===== config.mk =====
export PLATFORM = sky130hd
export DESIGN_NAME = bsc_chain
export DESIGN_NICKNAME = d
export VERILOG_FILES = /design/src/rtl/bsc_pkg.sv /design/src/rtl/bsc_chain.sv /design/src/rtl/bsc_sync.sv
export SDC_FILE = /design/constraint.sdc
export NUM_CORES = 1
export LEC_CHECK = 0
export ABC_AREA = 1
export BUFFER_PORTS_ARGS = -buffer_cell sky130_fd_sc_hd__buf_2
export CORE_ASPECT_RATIO = 1.2
export CORE_UTILIZATION = 51
export DETAILED_ROUTE_END_ITERATION = 10
export PLACE_DENSITY = 0.78
export SLEW_MARGIN = 20
export SYNTH_ARGS = -nofsm -noshare
export SYNTH_HDL_FRONTEND = slang
export SYNTH_SLANG_ARGS = --single-unit

===== constraint.sdc =====
create_clock -name clk -period 1.7 [get_ports clk]
set_input_delay 0.085 -clock clk [delete_from_list [all_inputs] [get_ports clk]]
set_output_delay 0.085 -clock clk [all_outputs]
set_load 0.02 [all_outputs]

===== src/rtl/bsc_pkg.sv =====
// Package of constants, types and cell map for the boundary-scan cell chain.
// Functional notes
// - Chain has 54 cells, 0 to 53; cells 35-37 and 53 are internal.
// - Control cell 4 enables most bidirectional pins of the device.
// - Each of eight GPIO pins at 11..25 has its control cell right after.
// - Serial-memory data is bidirectional cell 32, controlled by cell 33.
// - Serial-memory clock is two-state output cell 31 without a control cell.
// - Fundamental reset at cell 34, main-power detect at 38, both input only.
// - Cell 0 is an input test pin; cells 41 to 52 hold the listed pins.
// - Data shifts in from test data input and out at test data output.
// - Sample and external test capture pins in parallel on test clock rise.
package bsc_pkg;

  localparam int unsigned BSC_CELLS = 54;
  localparam int unsigned BSC_IDX_W = 6;
  localparam logic [5:0] BSC_CTL_SHARED = 6'h04;
  localparam logic [5:0] BSC_GPIO_FIRST = 6'h0b;
  localparam logic [5:0] BSC_GPIO_LAST = 6'h19;
  localparam logic [5:0] BSC_MEM_CLK = 6'h1f;
  localparam logic [5:0] BSC_MEM_DATA = 6'h20;
  localparam logic [5:0] BSC_MEM_CTL = 6'h21;
  localparam logic [5:0] BSC_FUND_RST = 6'h22;
  localparam logic [5:0] BSC_INT_FIRST = 6'h23;
  localparam logic [5:0] BSC_INT_LAST = 6'h25;
  localparam logic [5:0] BSC_MAIN_DET = 6'h26;
  localparam logic [5:0] BSC_OVERCUR_FIRST = 6'h2c;
  localparam logic [5:0] BSC_OVERCUR_LAST = 6'h2f;
  localparam logic [5:0] BSC_LAST_CELL = 6'h35;
  localparam logic [5:0] BSC_TEST_IN = 6'h00;
  localparam int unsigned BSC_SYNC_STAGES = 2;

  // Kinds of cell in the chain.
  typedef enum logic [2:0] {
    BSC_INPUT,
    BSC_BIDIR,
    BSC_CONTROL,
    BSC_OUTPUT2,
    BSC_INTERNAL
  } bsc_kind_t;

  // Test-access-port controls as the TAP controller presents them.
  typedef struct packed {
    logic capture;
    logic shift;
    logic update;
    logic external_test_instruction;
    logic sample;
    logic clamp;
    logic highz;
  } bsc_tap_ctrl_t;

  // Link-side signals that must be synchronised together.
  typedef struct packed {
    logic tck;
    logic tdi;
    bsc_tap_ctrl_t ctrl;
  } bsc_link_t;

  // Kind of cell at a chain position.
  function automatic bsc_kind_t bsc_kind(input logic [5:0] idx);
    if (idx == BSC_TEST_IN || idx == BSC_FUND_RST || idx == BSC_MAIN_DET) begin
      return BSC_INPUT;
    end else if (idx >= BSC_OVERCUR_FIRST && idx <= BSC_OVERCUR_LAST) begin
      return BSC_INPUT;
    end else if ((idx >= BSC_INT_FIRST && idx <= BSC_INT_LAST) || idx == BSC_LAST_CELL) begin
      return BSC_INTERNAL;
    end else if (idx == BSC_MEM_CLK) begin
      return BSC_OUTPUT2;
    end else if (idx == BSC_CTL_SHARED || idx == BSC_MEM_CTL) begin
      return BSC_CONTROL;
    end else if (idx > BSC_GPIO_FIRST && idx <= BSC_GPIO_LAST + 6'h01 && !idx[0]) begin
      return BSC_CONTROL;
    end else begin
      return BSC_BIDIR;
    end
  endfunction : bsc_kind

  // Control cell that governs a bidirectional cell.
  function automatic logic [5:0] bsc_ctl_of(input logic [5:0] idx);
    if (idx >= BSC_GPIO_FIRST && idx <= BSC_GPIO_LAST) begin
      return idx + 6'h01;
    end else if (idx == BSC_MEM_DATA) begin
      return BSC_MEM_CTL;
    end else begin
      return BSC_CTL_SHARED;
    end
  endfunction : bsc_ctl_of

endpackage : bsc_pkg


===== src/rtl/bsc_chain.sv =====
// Boundary-scan cell chain of 54 cells with capture, shift, update and pin muxing.
`timescale 1ns/1ps
module bsc_chain
  import bsc_pkg::*;
#(
  parameter int unsigned CELLS = BSC_CELLS
) (
  input wire logic clk,
  input wire logic sys_rst,
  input wire logic tck,
  input wire logic tdi,
  input wire bsc_tap_ctrl_t tap_ctrl,
  input wire logic [CELLS-1:0] pad_in,
  input wire logic [CELLS-1:0] core_out,
  input wire logic [CELLS-1:0] core_oe,
  output logic tdo,
  output logic [CELLS-1:0] pad_out,
  output logic [CELLS-1:0] pad_oe
);

  bsc_link_t link_raw;
  bsc_link_t link_s;
  logic [CELLS-1:0] pad_s;
  logic tck_prev;
  logic next_tck_prev;
  logic tck_rise;
  logic tck_fall;
  logic [CELLS-1:0] shift_reg;
  logic [CELLS-1:0] next_shift_reg;
  logic [CELLS-1:0] upd_reg;
  logic [CELLS-1:0] next_upd_reg;
  logic next_tdo;
  logic [CELLS-1:0] next_pad_out;
  logic [CELLS-1:0] next_pad_oe;
  logic test_drive;

  assign link_raw = '{tck: tck, tdi: tdi, ctrl: tap_ctrl};

  // Test clock and TAP levels come from another domain and are synchronised as one group.
  bsc_sync #(.WIDTH($bits(bsc_link_t))) u_link_sync (
    .clk(clk),
    .sys_rst(sys_rst),
    .async_in(link_raw),
    .sync_out(link_s)
  );

  // Pad levels are synchronised before the capture path samples them.
  bsc_sync #(.WIDTH(CELLS)) u_pad_sync (
    .clk(clk),
    .sys_rst(sys_rst),
    .async_in(pad_in),
    .sync_out(pad_s)
  );

  // Test clock edges are found on the synchronised copy, never on the first stage.
  assign tck_rise = link_s.tck && !tck_prev;
  assign tck_fall = !link_s.tck && tck_prev;
  assign test_drive = link_s.ctrl.external_test_instruction || link_s.ctrl.clamp;

  // Capture and shift act on the test clock rise; update and TDO move on its fall.
  always_comb begin
    next_tck_prev = link_s.tck;
    next_shift_reg = shift_reg;
    next_upd_reg = upd_reg;
    next_tdo = tdo;
    if (tck_rise && link_s.ctrl.capture && (link_s.ctrl.sample || link_s.ctrl.external_test_instruction)) begin
      for (int i = 0; i < CELLS; i++) begin
        case (bsc_kind(6'(i)))
          BSC_INPUT, BSC_BIDIR: next_shift_reg[i] = pad_s[i];
          BSC_OUTPUT2: next_shift_reg[i] = core_out[i];
          BSC_CONTROL: next_shift_reg[i] = core_oe[i];
          default: next_shift_reg[i] = 1'b0;
        endcase
      end
    end else if (tck_rise && link_s.ctrl.shift) begin
      next_shift_reg = {link_s.tdi, shift_reg[CELLS-1:1]};
    end
    if (tck_fall && link_s.ctrl.update) begin
      next_upd_reg = shift_reg;
    end
    if (tck_fall) begin
      next_tdo = shift_reg[0];
    end
  end

  // Pad drivers follow the core in mission mode and the update stage under test.
  always_comb begin
    next_pad_out = '0;
    next_pad_oe = '0;
    for (int i = 0; i < CELLS; i++) begin
      case (bsc_kind(6'(i)))
        BSC_BIDIR: begin
          next_pad_out[i] = test_drive ? upd_reg[i] : core_out[i];
          next_pad_oe[i] = test_drive ? upd_reg[bsc_ctl_of(6'(i))] : core_oe[i];
        end
        BSC_OUTPUT2: begin
          next_pad_out[i] = test_drive ? upd_reg[i] : core_out[i];
          next_pad_oe[i] = 1'b1;
        end
        default: begin
          next_pad_out[i] = 1'b0;
          next_pad_oe[i] = 1'b0;
        end
      endcase
    end
    // High impedance releases every pad, even the two-state output.
    if (link_s.ctrl.highz) begin
      next_pad_oe = '0;
    end
  end

  // Chain registers; the edge detector resets to the idle low level so no false rise follows reset.
  always_ff @(posedge clk) begin
    if (sys_rst) begin
      tck_prev <= 1'b0;
      shift_reg <= '0;
      upd_reg <= '0;
      tdo <= 1'b0;
    end else begin
      tck_prev <= next_tck_prev;
      shift_reg <= next_shift_reg;
      upd_reg <= next_upd_reg;
      tdo <= next_tdo;
    end
  end

  // Pad registers; reset releases every pad so nothing on the board is fought.
  always_ff @(posedge clk) begin
    if (sys_rst) begin
      pad_out <= '0;
      pad_oe <= '0;
    end else begin
      pad_out <= next_pad_out;
      pad_oe <= next_pad_oe;
    end
  end

endmodule : bsc_chain


===== src/rtl/bsc_sync.sv =====
// Two-flop synchroniser for a vector of asynchronous levels.
`timescale 1ns/1ps
module bsc_sync
  import bsc_pkg::*;
#(
  parameter int unsigned WIDTH = 1
) (
  input wire logic clk,
  input wire logic sys_rst,
  input wire logic [WIDTH-1:0] async_in,
  output logic [WIDTH-1:0] sync_out
);

  logic [WIDTH-1:0] meta;
  logic [WIDTH-1:0] next_meta;
  logic [WIDTH-1:0] next_sync_out;

  // The first stage feeds only the second stage.
  always_comb begin
    next_meta = async_in;
    next_sync_out = meta;
  end

  // Register both stages; reset clears them so no stale level leaks out.
  always_ff @(posedge clk) begin
    if (sys_rst) begin
      meta <= '0;
      sync_out <= '0;
    end else begin
      meta <= next_meta;
      sync_out <= next_sync_out;
    end
  end

endmodule : bsc_sync

# ---- Word-level counts from Yosys, hierarchy flattened
# Cells that the tools add are included.
dict set report classes {
  add_sub_neg 0
  n_mul 0
  div 0
  order_cmp 0
  eq_ne 15
  shifts 0
  n_mux 127
  bitwise_logic 0
  reduce_logical 22
}
# operator count
set op_table {}
lappend op_table {{$pmux W1 S3} 54}
lappend op_table {{$mux W54} 2}
lappend op_table {{$mux W1} 65}
lappend op_table {{$mux W32} 1}
lappend op_table {{$eq A3 B2 Y1 const B} 10}
lappend op_table {{$eq A3 B1 Y1 const B} 5}
lappend op_table {{$logic_not A3 Y1} 5}
lappend op_table {{$mux W3} 5}
lappend op_table {{$reduce_or A2 Y1} 6}
lappend op_table {{$logic_and A1 B1 Y1} 6}
lappend op_table {{$logic_not A1 Y1} 2}
lappend op_table {{$logic_or A1 B1 Y1} 2}
lappend op_table {{$reduce_bool A2 Y1} 1}
dict set report totals {
  reg_bits 343
  latch_bits 0
  ram_bits 0
  romBits 0
  inputBits 173
  out_inout_bits 109
  word_cells 176
  n_memories 0
}

# ---- Depth between registers and ports, before layout
# Gate-level depths: netlist of run 1.
dict set report depth {
  depth_word 9
  mapped_depth 8
  ltp_nobuf 6
}

# ---- Hierarchy
# From an unflattened synthesis of run 1, not the netlist that was laid out.
dict set report unflattened {
  hier_cells 1332
  area_unflattened_um2 10537.6
}
# mod n_inst cells_each area_each_um2 seq_area_each_um2
set modules_own_cells {}
lappend modules_own_cells {bsc_chain 1 940 6957.9 3303.2}
lappend modules_own_cells {{bsc_sync (u_pad_sync)} 1 336 3057.9 2162.1}
lappend modules_own_cells {{bsc_sync (u_link_sync)} 1 56 521.8 360.3}

# ---- Worst setup path before layout of run 1
# Ideal clock, no wire load.
dict set report synth_timing {
  kind {register to register}
  from {register u_link_sync.sync_out[8]}
  to {register shift_reg[45]}
  setup_ps 132
  arrival_ps 1086
  t_required_ps 1568
  path_slack_ps 481
  stages_incl_launch_ff 8
  path_buffers 2
  synth_period_minus_slack_ps 1219
  path_cell_list {dfxtp_1 -> inv_2 -> nor2_4 -> buf_6 -> nand2_2 -> buf_2 -> nand3_1 -> a21oi_1}
}
dict set report synth_via {
  elab_chain_cells 4
  elab_cells_between_ends 6
  cone_classes {mux: 1; reduce/logical: 5}
}
# item line
set synth_lines {}
lappend synth_lines {{start: declaration} bsc_sync.sv:11} ;# output logic [WIDTH-1:0] sync_out
lappend synth_lines {{start signal: assignment} bsc_sync.sv:31} ;# sync_out <= next_sync_out;
lappend synth_lines {{$logic_and A1 B1 Y1 (*)} bsc_chain.sv:56} ;# assign tck_rise = link_s.tck && !tck_prev;
lappend synth_lines {{$logic_and A1 B1 Y1 (2 in a row)} bsc_chain.sv:66} ;# if (tck_rise && link_s.ctrl.capture && (link_s.ctrl.sample || link_s.ctrl.external_test_instruction)) begin
lappend synth_lines {{$mux W54 or $reduce_bool A2 Y1 (tied branches)} --}
lappend synth_lines {{end signal: assignment} bsc_chain.sv:121} ;# shift_reg <= next_shift_reg;
lappend synth_lines {{end: declaration} bsc_chain.sv:28} ;# logic [CELLS-1:0] shift_reg;
# Mark *: on every way between the ends. The rest lies on a longest branch, timed or not.
# A chain may end at the register's enable or synchronous reset.

# ---- Final worst setup path of run 1
dict set report layout_timing {
  from {register u_link_sync.sync_out[8]}
  to {register shift_reg[10]}
}
# The elaborated chain is that of the path after synthesis.

==> results of run 1 <==
==> power by group <==
group | switching (mW) | internal (mW)
sequential | 0.0693 | 6.34
clock | 2.28 | 3.16
combinational | 0.730 | 0.515
total | 3.08 | 10.0
==> final cells by class <==
cell class	instances	area, sq um
Fill cell	1428	5650
Sequential cell	261	5228
Multi-Input combinational cell	765	3311
Timing Repair Buffer	337	2474
Clock buffer	36	737.0
Inverter	154	581.8
Tap cell	252	315.3
Clock inverter	9	81.33
==> worst min path at each step <==
stage / start / end / slack, ps / cells past startpoint
5_1_grt: pad_in[43] / u_pad_sync.meta[43] / 290 / 4
6_report: pad_in[40] / u_pad_sync.meta[40] / 290 / 4
3_5_place_dp: pad_in[21] / u_pad_sync.meta[21] / 290 / 3
2_1_floorplan: tap_ctrl[0] / u_link_sync.meta[0] / 190 / 2
3_3_place_gp: pad_in[10] / u_pad_sync.meta[10] / 290 / 3
4_1_cts: pad_in[34] / u_pad_sync.meta[34] / 270 / 4
==> through the flow <==
step | area [sq um] | total power, mW
floorplan | 9816 | 7.231
global route | 12730 | 13.56
global placement | 10640 | 7.511
finish | 12730 | 13.10
CTS | 12700 | 13.14
detailed placement | 10640 | 7.527
==> kinds of logic (layout without fill, tap and decap cells) <==
family / count (synthesis) / after routing / synth area share, %
AND/OR/NAND/NOR: 557 / 557 / 23.80
buffers and inverters: 282 / 536 / 13.48
flip-flops: 261 / 261 / 54.08
AO/OA/AOI/OAI: 166 / 166 / 8.599
other: 1 / 42 / 0.03881
==> repair_timing <==
action                                  4_1_cts  5_1_grt
gates resized for setup                       0        2
endpoints found under the hold margin       146        0
hold buffers                                124        0
endpoints found under the setup margin        0       11
setup buffers                                 0        0
==> placed cells by master (no fill, tap or decap), types with 4 or more instances in the layout <==
cell type and n:
dfxtp_1 259, nand2_1 223, buf_2 190, nor2_1 180, inv_1 150, nand3_1 147, dlygate4sd3_1 124, a21oi_1 122
o21ai_0 44, conb_1 42, clkbuf_16 26, buf_4 14, clkbuf_8 7, buf_12 7, nor2_4 4, clkinvlp_4 4
clkbuf_1 4, clkinv_2 4
==> worst register-to-register path, stage by stage (launching register included) <==
cell and delay, ps:
dfxtp_2 380, inv_2 70, nor2_4 180, buf_12 200
nand2_2 70, buf_4 250, nand3_1 150, a21oi_1 90
==> layer usage <==
layer / GRT usage (%) / up-vias
li1: - / 4388
met2: 40.46 / 365
met3: 3.581 / 48
met4: 6.835 / 0
met5: 0 / -
met1: 29.43 / 3827
==> reports/qor.yml, run 1 <==
via_count: 8628
grtUsageTotal_pct: 23.20
dp_hpwl_microns: 13310
synth_area_leader_cell: "dfxtp_1"
synth_common_cells: "dfxtp_1, nand2_1, nor2_1, inv_1, nand3_1"
finalHoldViolations: 0
total_leakage_power_nw: 5.829
drtIter0Drc: 592
crit_path_start: "u_link_sync.sync_out[8]"
synth.area.top_cells: "dfxtp_1, nand2_1, nand3_1"
clk_pin_slew_worst_paths_ps: 60
yosysWarnings: 0
netlist_area_sq_um: 9662
die_x_microns: 127.6
grt_pass1_wl_microns: 37610
post-place-ws_ps: 137.5
dpl.cell_count: 1644
yosysMostFrequentCell: "dfxtp_1"
cp_top_family: "buffers and inverters"
htree_levels: 1
fmax_ghz: 0.6430
num_rows: 54
clk_latency_ps: 520
synth.avg_cell_area_sq_um: 7.626
hold_path_class: "in -> reg"
rsz0062_at_grt: "false"
reg2reg_slack_ps: 140
crit_type: "reg -> reg"
synth_top_area_share_pct: 54.08
finalNetCount: 1717
ant_nets: 0
routed-wl-met3_microns: 1608
start_util_pct: 52.57
status: "completed"
synth-edff-count: 0
layout_setup_ws_ps: 144.7
setup-tns-final_ps: 0
ios: 282
drc: 0
dieArea_sq_um: 19500
synth-main-ff-cell: "dfxtp_1"
end_kind: "register"
cp-start-kind: "register"
maxSlewHeadroom_pct: 54.65
syn_inst: 1267
worstRegToRegCells: 7
seq_area_frac_synth_pct: 54.08
worst-path-stages: 7
cp.buffers_inverters: 3
numCtsBuffers: 25
fp.dieH_microns: 152.8
via_per_inst: 4.756
irDropWorstVdd_mv: 0.8512
drt-met1-wl_microns: 10070
clock-root-buffer: "clkbuf_16"
slew_violations: 0
p_per_area_nw_per_um2: 1029
gr-total-overflow: 0
hold_ws_ps: 290.6
antenna_found_initial: 0
clk_path_buf_depth: 3
coreArea_sq_um: 18380
wl_microns: 23590
largest_reg_flops: 54
maxCapViolCount: 0
fin_skew_ps: 20.49
worst_pin_slew_ps: 680.2
syn_to_final_growth_pct: 31.73
r2r-start: "u_link_sync.sync_out[8]"
avgRoutedWirePerCell_microns: 13.00
cpPeakStageDelay_ps: 380
topRoutingLayerUsed: "met4"
final_cells: 1814
grt_pass1_vias: 7781
dr.pass1.iters: 5
fin_crit_ps: 1555
tritoncts: "yes"
crit_fanout: 33
setup-violations-final: 0
port_buffers: 191
dr_wl_met2_microns: 11340
synth_cell_type_count: 19
grt_max_degree: 165
critical_path.endpoint: "shift_reg[10]"
cp_data_arrival_time_ps: 1910
period_share_pct: 91.49
drive_gt1_share_pct: 16.97
cts_sinks: 261
routabilityCongestion: 0.7989
crit_slowest_cell: "dfxtp_2"
async_reset_ff_share_pct: 0
ys_seq_elements: 261
cp.required_ps: 2060
r2r_end: "shift_reg[10]"
diodes: 0
fin_util_pct: 69.25
crit_chain: "inv_2 -> nor2_4 -> buf_12 -> nand2_2 -> buf_4 -> nand3_1 -> a21oi_1"
Note: power is estimated with default switching activity, not from simulation.
==> run 2: changes to the inputs <==
--- a/config.mk
+++ b/config.mk
@@ -7,8 +7,9 @@
 export LEC_CHECK = 0
 export ABC_AREA = 1
 export BUFFER_PORTS_ARGS = -buffer_cell sky130_fd_sc_hd__buf_2
-export CORE_ASPECT_RATIO = 1.2
+export CORE_ASPECT_RATIO = 1.4
 export CORE_UTILIZATION = 51
+export CTS_BUF_LIST = sky130_fd_sc_hd__clkbuf_4
 export DETAILED_ROUTE_END_ITERATION = 10
 export PLACE_DENSITY = 0.78
 export SLEW_MARGIN = 20
==> run 2 against run 1 <==
Core utilization is 0.80 points higher. Largest cell class unchanged. Highest routed layer unchanged. Cell count increased by 5.2%. Clock skew up 8.1 ps. First-iteration DRC count is 11% lower. Worst setup slack worse by 2.7 ps. Final area rose by 2.4%. Clock power fell by 9.9%.
==> reports/qor.yml, run 2 (synthesis results as in run 1) <==
ios: 282
hold_ws_ps: 182.7
cpPeakStageDelay_ps: 550
via_count: 8908
coreArea_sq_um: 18600
maxSlewHeadroom_pct: 47.90
dr.pass1.iters: 5
grt_use_met2_pct: 43.24
slew_violations: 0
cp_data_arrival_time_ps: 2070
grtUsageMet1_pct: 26.83
largest_reg_flops: 54
fin_total_pwr_mw: 12.62
period_share_pct: 91.65
maxCapViolCount: 0
p_per_area_nw_per_um2: 968.1
layout_commonest_cell: "dfxtp_1"
setup-tns-final_ps: 0
clock-root-buffer: "clkbuf_4"
wl_microns: 23040
syn_to_final_growth_pct: 34.89
fin_skew_ps: 28.56
cp-start-kind: "register"
hold_path_class: "in -> reg"
cts_sinks: 261
port_buffers: 191
fillers: 1469
clk_latency_ps: 640
rsz0062_at_grt: "false"
crit_fanout: 10
crit_slowest_cell: "dlygate4sd3_1"
clk_path_buf_depth: 3
cp.required_ps: 2210
drc: 0
final_cell_mix: "dfxtp_1, nand2_1, buf_2"
status: "completed"
fmax_ghz: 0.6419
end_kind: "register"
crit_chain: "nor2_4 -> inv_2 -> buf_4 -> nor2_1 -> nor2_1 -> dlygate4sd3_1"
via_per_inst: 4.669
ff_latch_area_sq_um: 5226
grtUsageTotal_pct: 23.53
die_x_microns: 118.3
tritoncts: "yes"
routabilityCongestion: 0.8036
drive_gt1_share_pct: 19.00
setup-violations-final: 0
ant_nets: 0
drtIter0Drc: 524
cp_top_family: "buffers and inverters"
clk_pin_slew_worst_paths_ps: 70
dp_hpwl_microns: 12790
htree_levels: 2
num_rows: 59
finalNetCount: 1793
final_cells: 1908
dieArea_sq_um: 19510
reg2reg_slack_ps: 140
numCtsBuffers: 58
grt-busiest-layer: "met2"
finalHoldViolations: 0
total_leakage_power_nw: 6.116
multi_input_area_sq_um: 3311
start_util_pct: 51.94
worst_pin_slew_ps: 781.4
dpl.cell_count: 1638
grt_max_degree: 110
path_common_cell: "nor2_1"
cp.buffers_inverters: 3
grt_pass1_wl_microns: 38240
antenna_found_initial: 1
crit_type: "reg -> reg"
fp.dieH_microns: 164.9
gr-total-overflow: 0
avgRoutedWirePerCell_microns: 12.08
fin_crit_ps: 1558
irDropWorstVdd_mv: 0.5184
use_met3_pct: 4.282
grt_pass1_vias: 8400
==> run 2: cell count changes in the layout (fill, tap and decap cells not counted), moves of 5 or more <==
cell	before	now
buf_4	14	19
clkbuf_16	26	0
clkbuf_4	0	88
clkbuf_8	7	0
clkinv_1	1	11
dlygate4sd3_1	124	166
==> run 2: final timing paths <==
check	to	cells after the start	startpoint
worst max-delay path	pad_out[11]	6	u_link_sync.sync_out[3]
worst min-delay path	u_pad_sync.meta[32]	4	pad_in[32]
worst max register to register	pad_out[11]	6	u_link_sync.sync_out[3]
worst min register to register	u_pad_sync.sync_out[11]	2	u_pad_sync.meta[11]
==> run 2: area by class of cell <==
type,count,area share (%)
Sequential cell,261,40.10
Multi-Input combinational cell,765,25.40
Timing Repair Buffer,380,21.77
Clock buffer,88,5.069
Inverter,154,4.435
Tap cell,244,2.343
Clock inverter,15,0.8545
Antenna cell,1,0.01920
==> run 2: power by group <==
group / internal [mW] / total, mW / switching (mW)
Clock: 2.66 / 4.91 / 2.25
Sequential: 6.34 / 6.40 / 0.0667
Combinational: 0.574 / 1.31 / 0.734
==> run 2: timing repair <==
| action | in CTS | in global routing |
|---|---|---|
| hold endpoints to repair | 190 | 0 |
| gates resized for setup | 0 | 2 |
| buffers inserted | 0 | 0 |
| setup endpoints to repair | 0 | 3 |
| hold buffers | 166 | 0 |
==> run 2: worst min-delay path, stage by stage <==
cell	delay [ps]
dlygate4sd3_1	520
buf_2	90
inv_1	30
nor2_1	60
==> run 2: routing by layer <==
layer  wire (microns)  up-vias
met4              573        0
met5                0        -
met3             1325       53
met2            11630      321
met1             9513     3969
li1                 -     4565
==> run 2: through the flow <==
stage                     setup WS (ps)  cell area, sq um  util [%]
after floorplan                   481.3              9816         -
after global placement            304.5             10590     56.94
after detailed placement          217.8             10590     56.94
after CTS                         73.64             13030     70.02
after global routing              27.91             13030     70.06
final                             142.0             13030     70.06
==> run 3: changes to the inputs <==
--- a/config.mk
+++ b/config.mk
@@ -5,7 +5,6 @@
 export SDC_FILE = /design/constraint.sdc
 export NUM_CORES = 1
 export LEC_CHECK = 0
-export ABC_AREA = 1
 export BUFFER_PORTS_ARGS = -buffer_cell sky130_fd_sc_hd__buf_2
 export CORE_ASPECT_RATIO = 1.4
 export CORE_UTILIZATION = 51
==> run 3 against run 2 <==
Combinational power is 9.9% lower. Power shrank 3.5%. Register-to-register slack improved by 100 ps. Clock-buffer cell count up 1. Fmax rose by 6.9%. Worst setup slack improved by 100 ps. Synthesized cell count decreased by 21%. Critical path depth decreased by 2. Critical endpoint is now shift_reg[34]. Largest cell class unchanged.
==> reports/qor.yml, run 3 <==
status: "completed"
crit_fanout: 35
crit_slowest_cell: "dfxtp_1"
cp.required_ps: 2240
dieArea_sq_um: 18850
largest_reg_flops: 54
dp_hpwl_microns: 12240
routabilityCongestion: 0.7824
fmax_ghz: 0.6860
async_reset_ff_share_pct: 0
total_leakage_power_nw: 5.196
irDropWorstVdd_mv: 0.6389
port_buffers: 191
antenna_found_initial: 1
drc: 0
yosysMostFrequentCell: "nand2_1"
cp_top_family: "flip-flops"
via_per_inst: 4.878
htree_levels: 2
synth_area_leader_cell: "dfxtp_1"
crit_path_start: "u_link_sync.sync_out[3]"
min_from: "pad_in[5]"
synth.area.top_cells: "dfxtp_1, nand2_1, a311oi_2"
maxSlewHeadroom_pct: 62.59
reg2reg_slack_ps: 240
fin_crit_ps: 1458
p_per_area_nw_per_um2: 964.8
period_share_pct: 85.75
layout_commonest_cell: "nand2_1"
synth-edff-count: 0
fillers: 1300
crit_chain: "nor2_4 -> or2_2 -> buf_12 -> a311oi_2"
num_rows: 58
wl_microns: 22700
synth_common_cells: "nand2_1, dfxtp_1, a21oi_1, nor2b_1, nor3_1"
ant_nets: 0
netlist_area_sq_um: 9331
worstHoldPathCells: 3
grt_pass1_vias: 7784
synth_cell_type_count: 21
die_x_microns: 116.3
cp_data_arrival_time_ps: 2000
slew_violations: 0
rsz0062_at_grt: "false"
crit_type: "reg -> reg"
finalNetCount: 1524
tritoncts: "yes"
hold_path_class: "in -> reg"
drtIter0Drc: 342
fin_skew_ps: 17.22
start_util_pct: 52.06
dr.pass1.iters: 4
cpPeakStageDelay_ps: 480
synth-main-ff-cell: "dfxtp_1"
grt_max_degree: 98
drive_gt1_share_pct: 25.63
r2r_end: "shift_reg[34]"
numCtsBuffers: 58
final_cell_mix: "nand2_1, dfxtp_1, buf_2"
end_kind: "register"
synth.avg_cell_area_sq_um: 9.285
avgRoutedWirePerCell_microns: 13.89
syn_inst: 1005
finalHoldViolations: 0
post-place-ws_ps: 122.7
coreArea_sq_um: 17920
grtUsageTotal_pct: 23.93
worst_pin_slew_ps: 561.2
ios: 282
maxCapViolCount: 0
cp.buffers_inverters: 1
cts_sinks: 261
yosysWarnings: 0
seq_area_frac_synth_pct: 55.99
gr-total-overflow: 0
setup-violations-final: 0
cp-start-kind: "register"
syn_to_final_growth_pct: 35.29
hold_ws_ps: 197.3
grt_pass1_wl_microns: 36050
fp.dieH_microns: 162.1
synth_top_area_share_pct: 55.99
via_count: 7970
clk_latency_ps: 640
worstRegToRegCells: 4
setup-tns-final_ps: 0
clock-root-buffer: "clkbuf_4"
layout_setup_ws_ps: 242.2
clk_path_buf_depth: 3
clk_pin_slew_worst_paths_ps: 60
ys_seq_elements: 261
min_to: "u_pad_sync.meta[5]"
r2r-start: "u_link_sync.sync_out[3]"
-- run 3: cell count changes after synthesis, moves of 3 or more --
cell,change
buf_6,+3
nor2b_1,+98
clkbuf_1,+20
a311oi_2,+50
nor2_1,-156
inv_1,-151
nand3_1,-147
or2_1,+3
mux2i_1,+5
a21oi_1,-14
o21ai_0,-44
buf_2,-28
nor3_1,+53
nand2_1,+47
-- run 3: where the power goes --
group | switching, mW | total, mW | internal (mW)
sequential | 0.0659 | 6.38 | 6.32
clock | 2.24 | 4.62 | 2.37
combinational | 0.628 | 1.18 | 0.552
-- run 3: timing repair --
action                     in CTS  in global routing
hold endpoints to repair      132                  0
hold buffers                  159                  0
setup buffers                   0                  0
setup endpoints to repair       0                  3
resized for setup               0                  1
-- run 3: stage by stage --
step | instances | util [%] | area [sq um] | total power, mW
global placement | 1372 | 57.50 | 10310 | 7.371
finish | 1634 | 70.43 | 12620 | 12.18
floorplan | 1046 | - | 9485 | 7.120
CTS | 1633 | 70.40 | 12620 | 12.28
detailed placement | 1372 | 57.50 | 10310 | 7.385
global route | 1634 | 70.43 | 12620 | 12.77
-- run 3: final cells by class --
cell class / instances / area (sq um) / share of cell area, %
sequential: 261 / 5225 / 41.39
clock inverter: 13 / 52.55 / 0.4163
timing repair buffer: 366 / 2776 / 21.99
tap: 240 / 300.3 / 2.379
antenna: 1 / 2.502 / 0.01982
clock buffer: 89 / 668.1 / 5.292
inverter: 1 / 3.754 / 0.02973
multi-input combinational: 663 / 3596 / 28.48
-- run 3: metal layers --
layer	GRT usage (%)	share of wire (%)	up-vias
met4	11.42	3.3	0
met3	5.224	5.9	63
li1	-	-	3942
met2	43.33	51	314
met1	25.86	40	3651
met5	0	0	-
-- run 3: logic make-up (layout without fill, tap and decap cells) --
group,count (synthesis),count (layout),synth area share (%)
compound gates,159,159,13.92
buf+inv,122,469,7.308
flops,261,261,55.99
mux,5,5,0.5364
other cells,1,43,0.04019
simple gates,457,457,22.20
-- run 3: worst max path at each step --
stage | endpoint | slack, ps | cells past startpoint
2_1_floorplan | shift_reg[0] | 430 | 5
3_3_place_gp | upd_reg[5] | 170 | 3
3_5_place_dp | upd_reg[26] | 120 | 3
4_1_cts | upd_reg[7] | 90 | 3
5_1_grt | upd_reg[29] | 160 | 3
6_report | shift_reg[34] | 240 | 4
-- run 3: tightest hold or removal path: cells and delay by family --
family                 cells  cell delay, ps
AND/OR/NAND/NOR            1             100
buffers and inverters      2             610
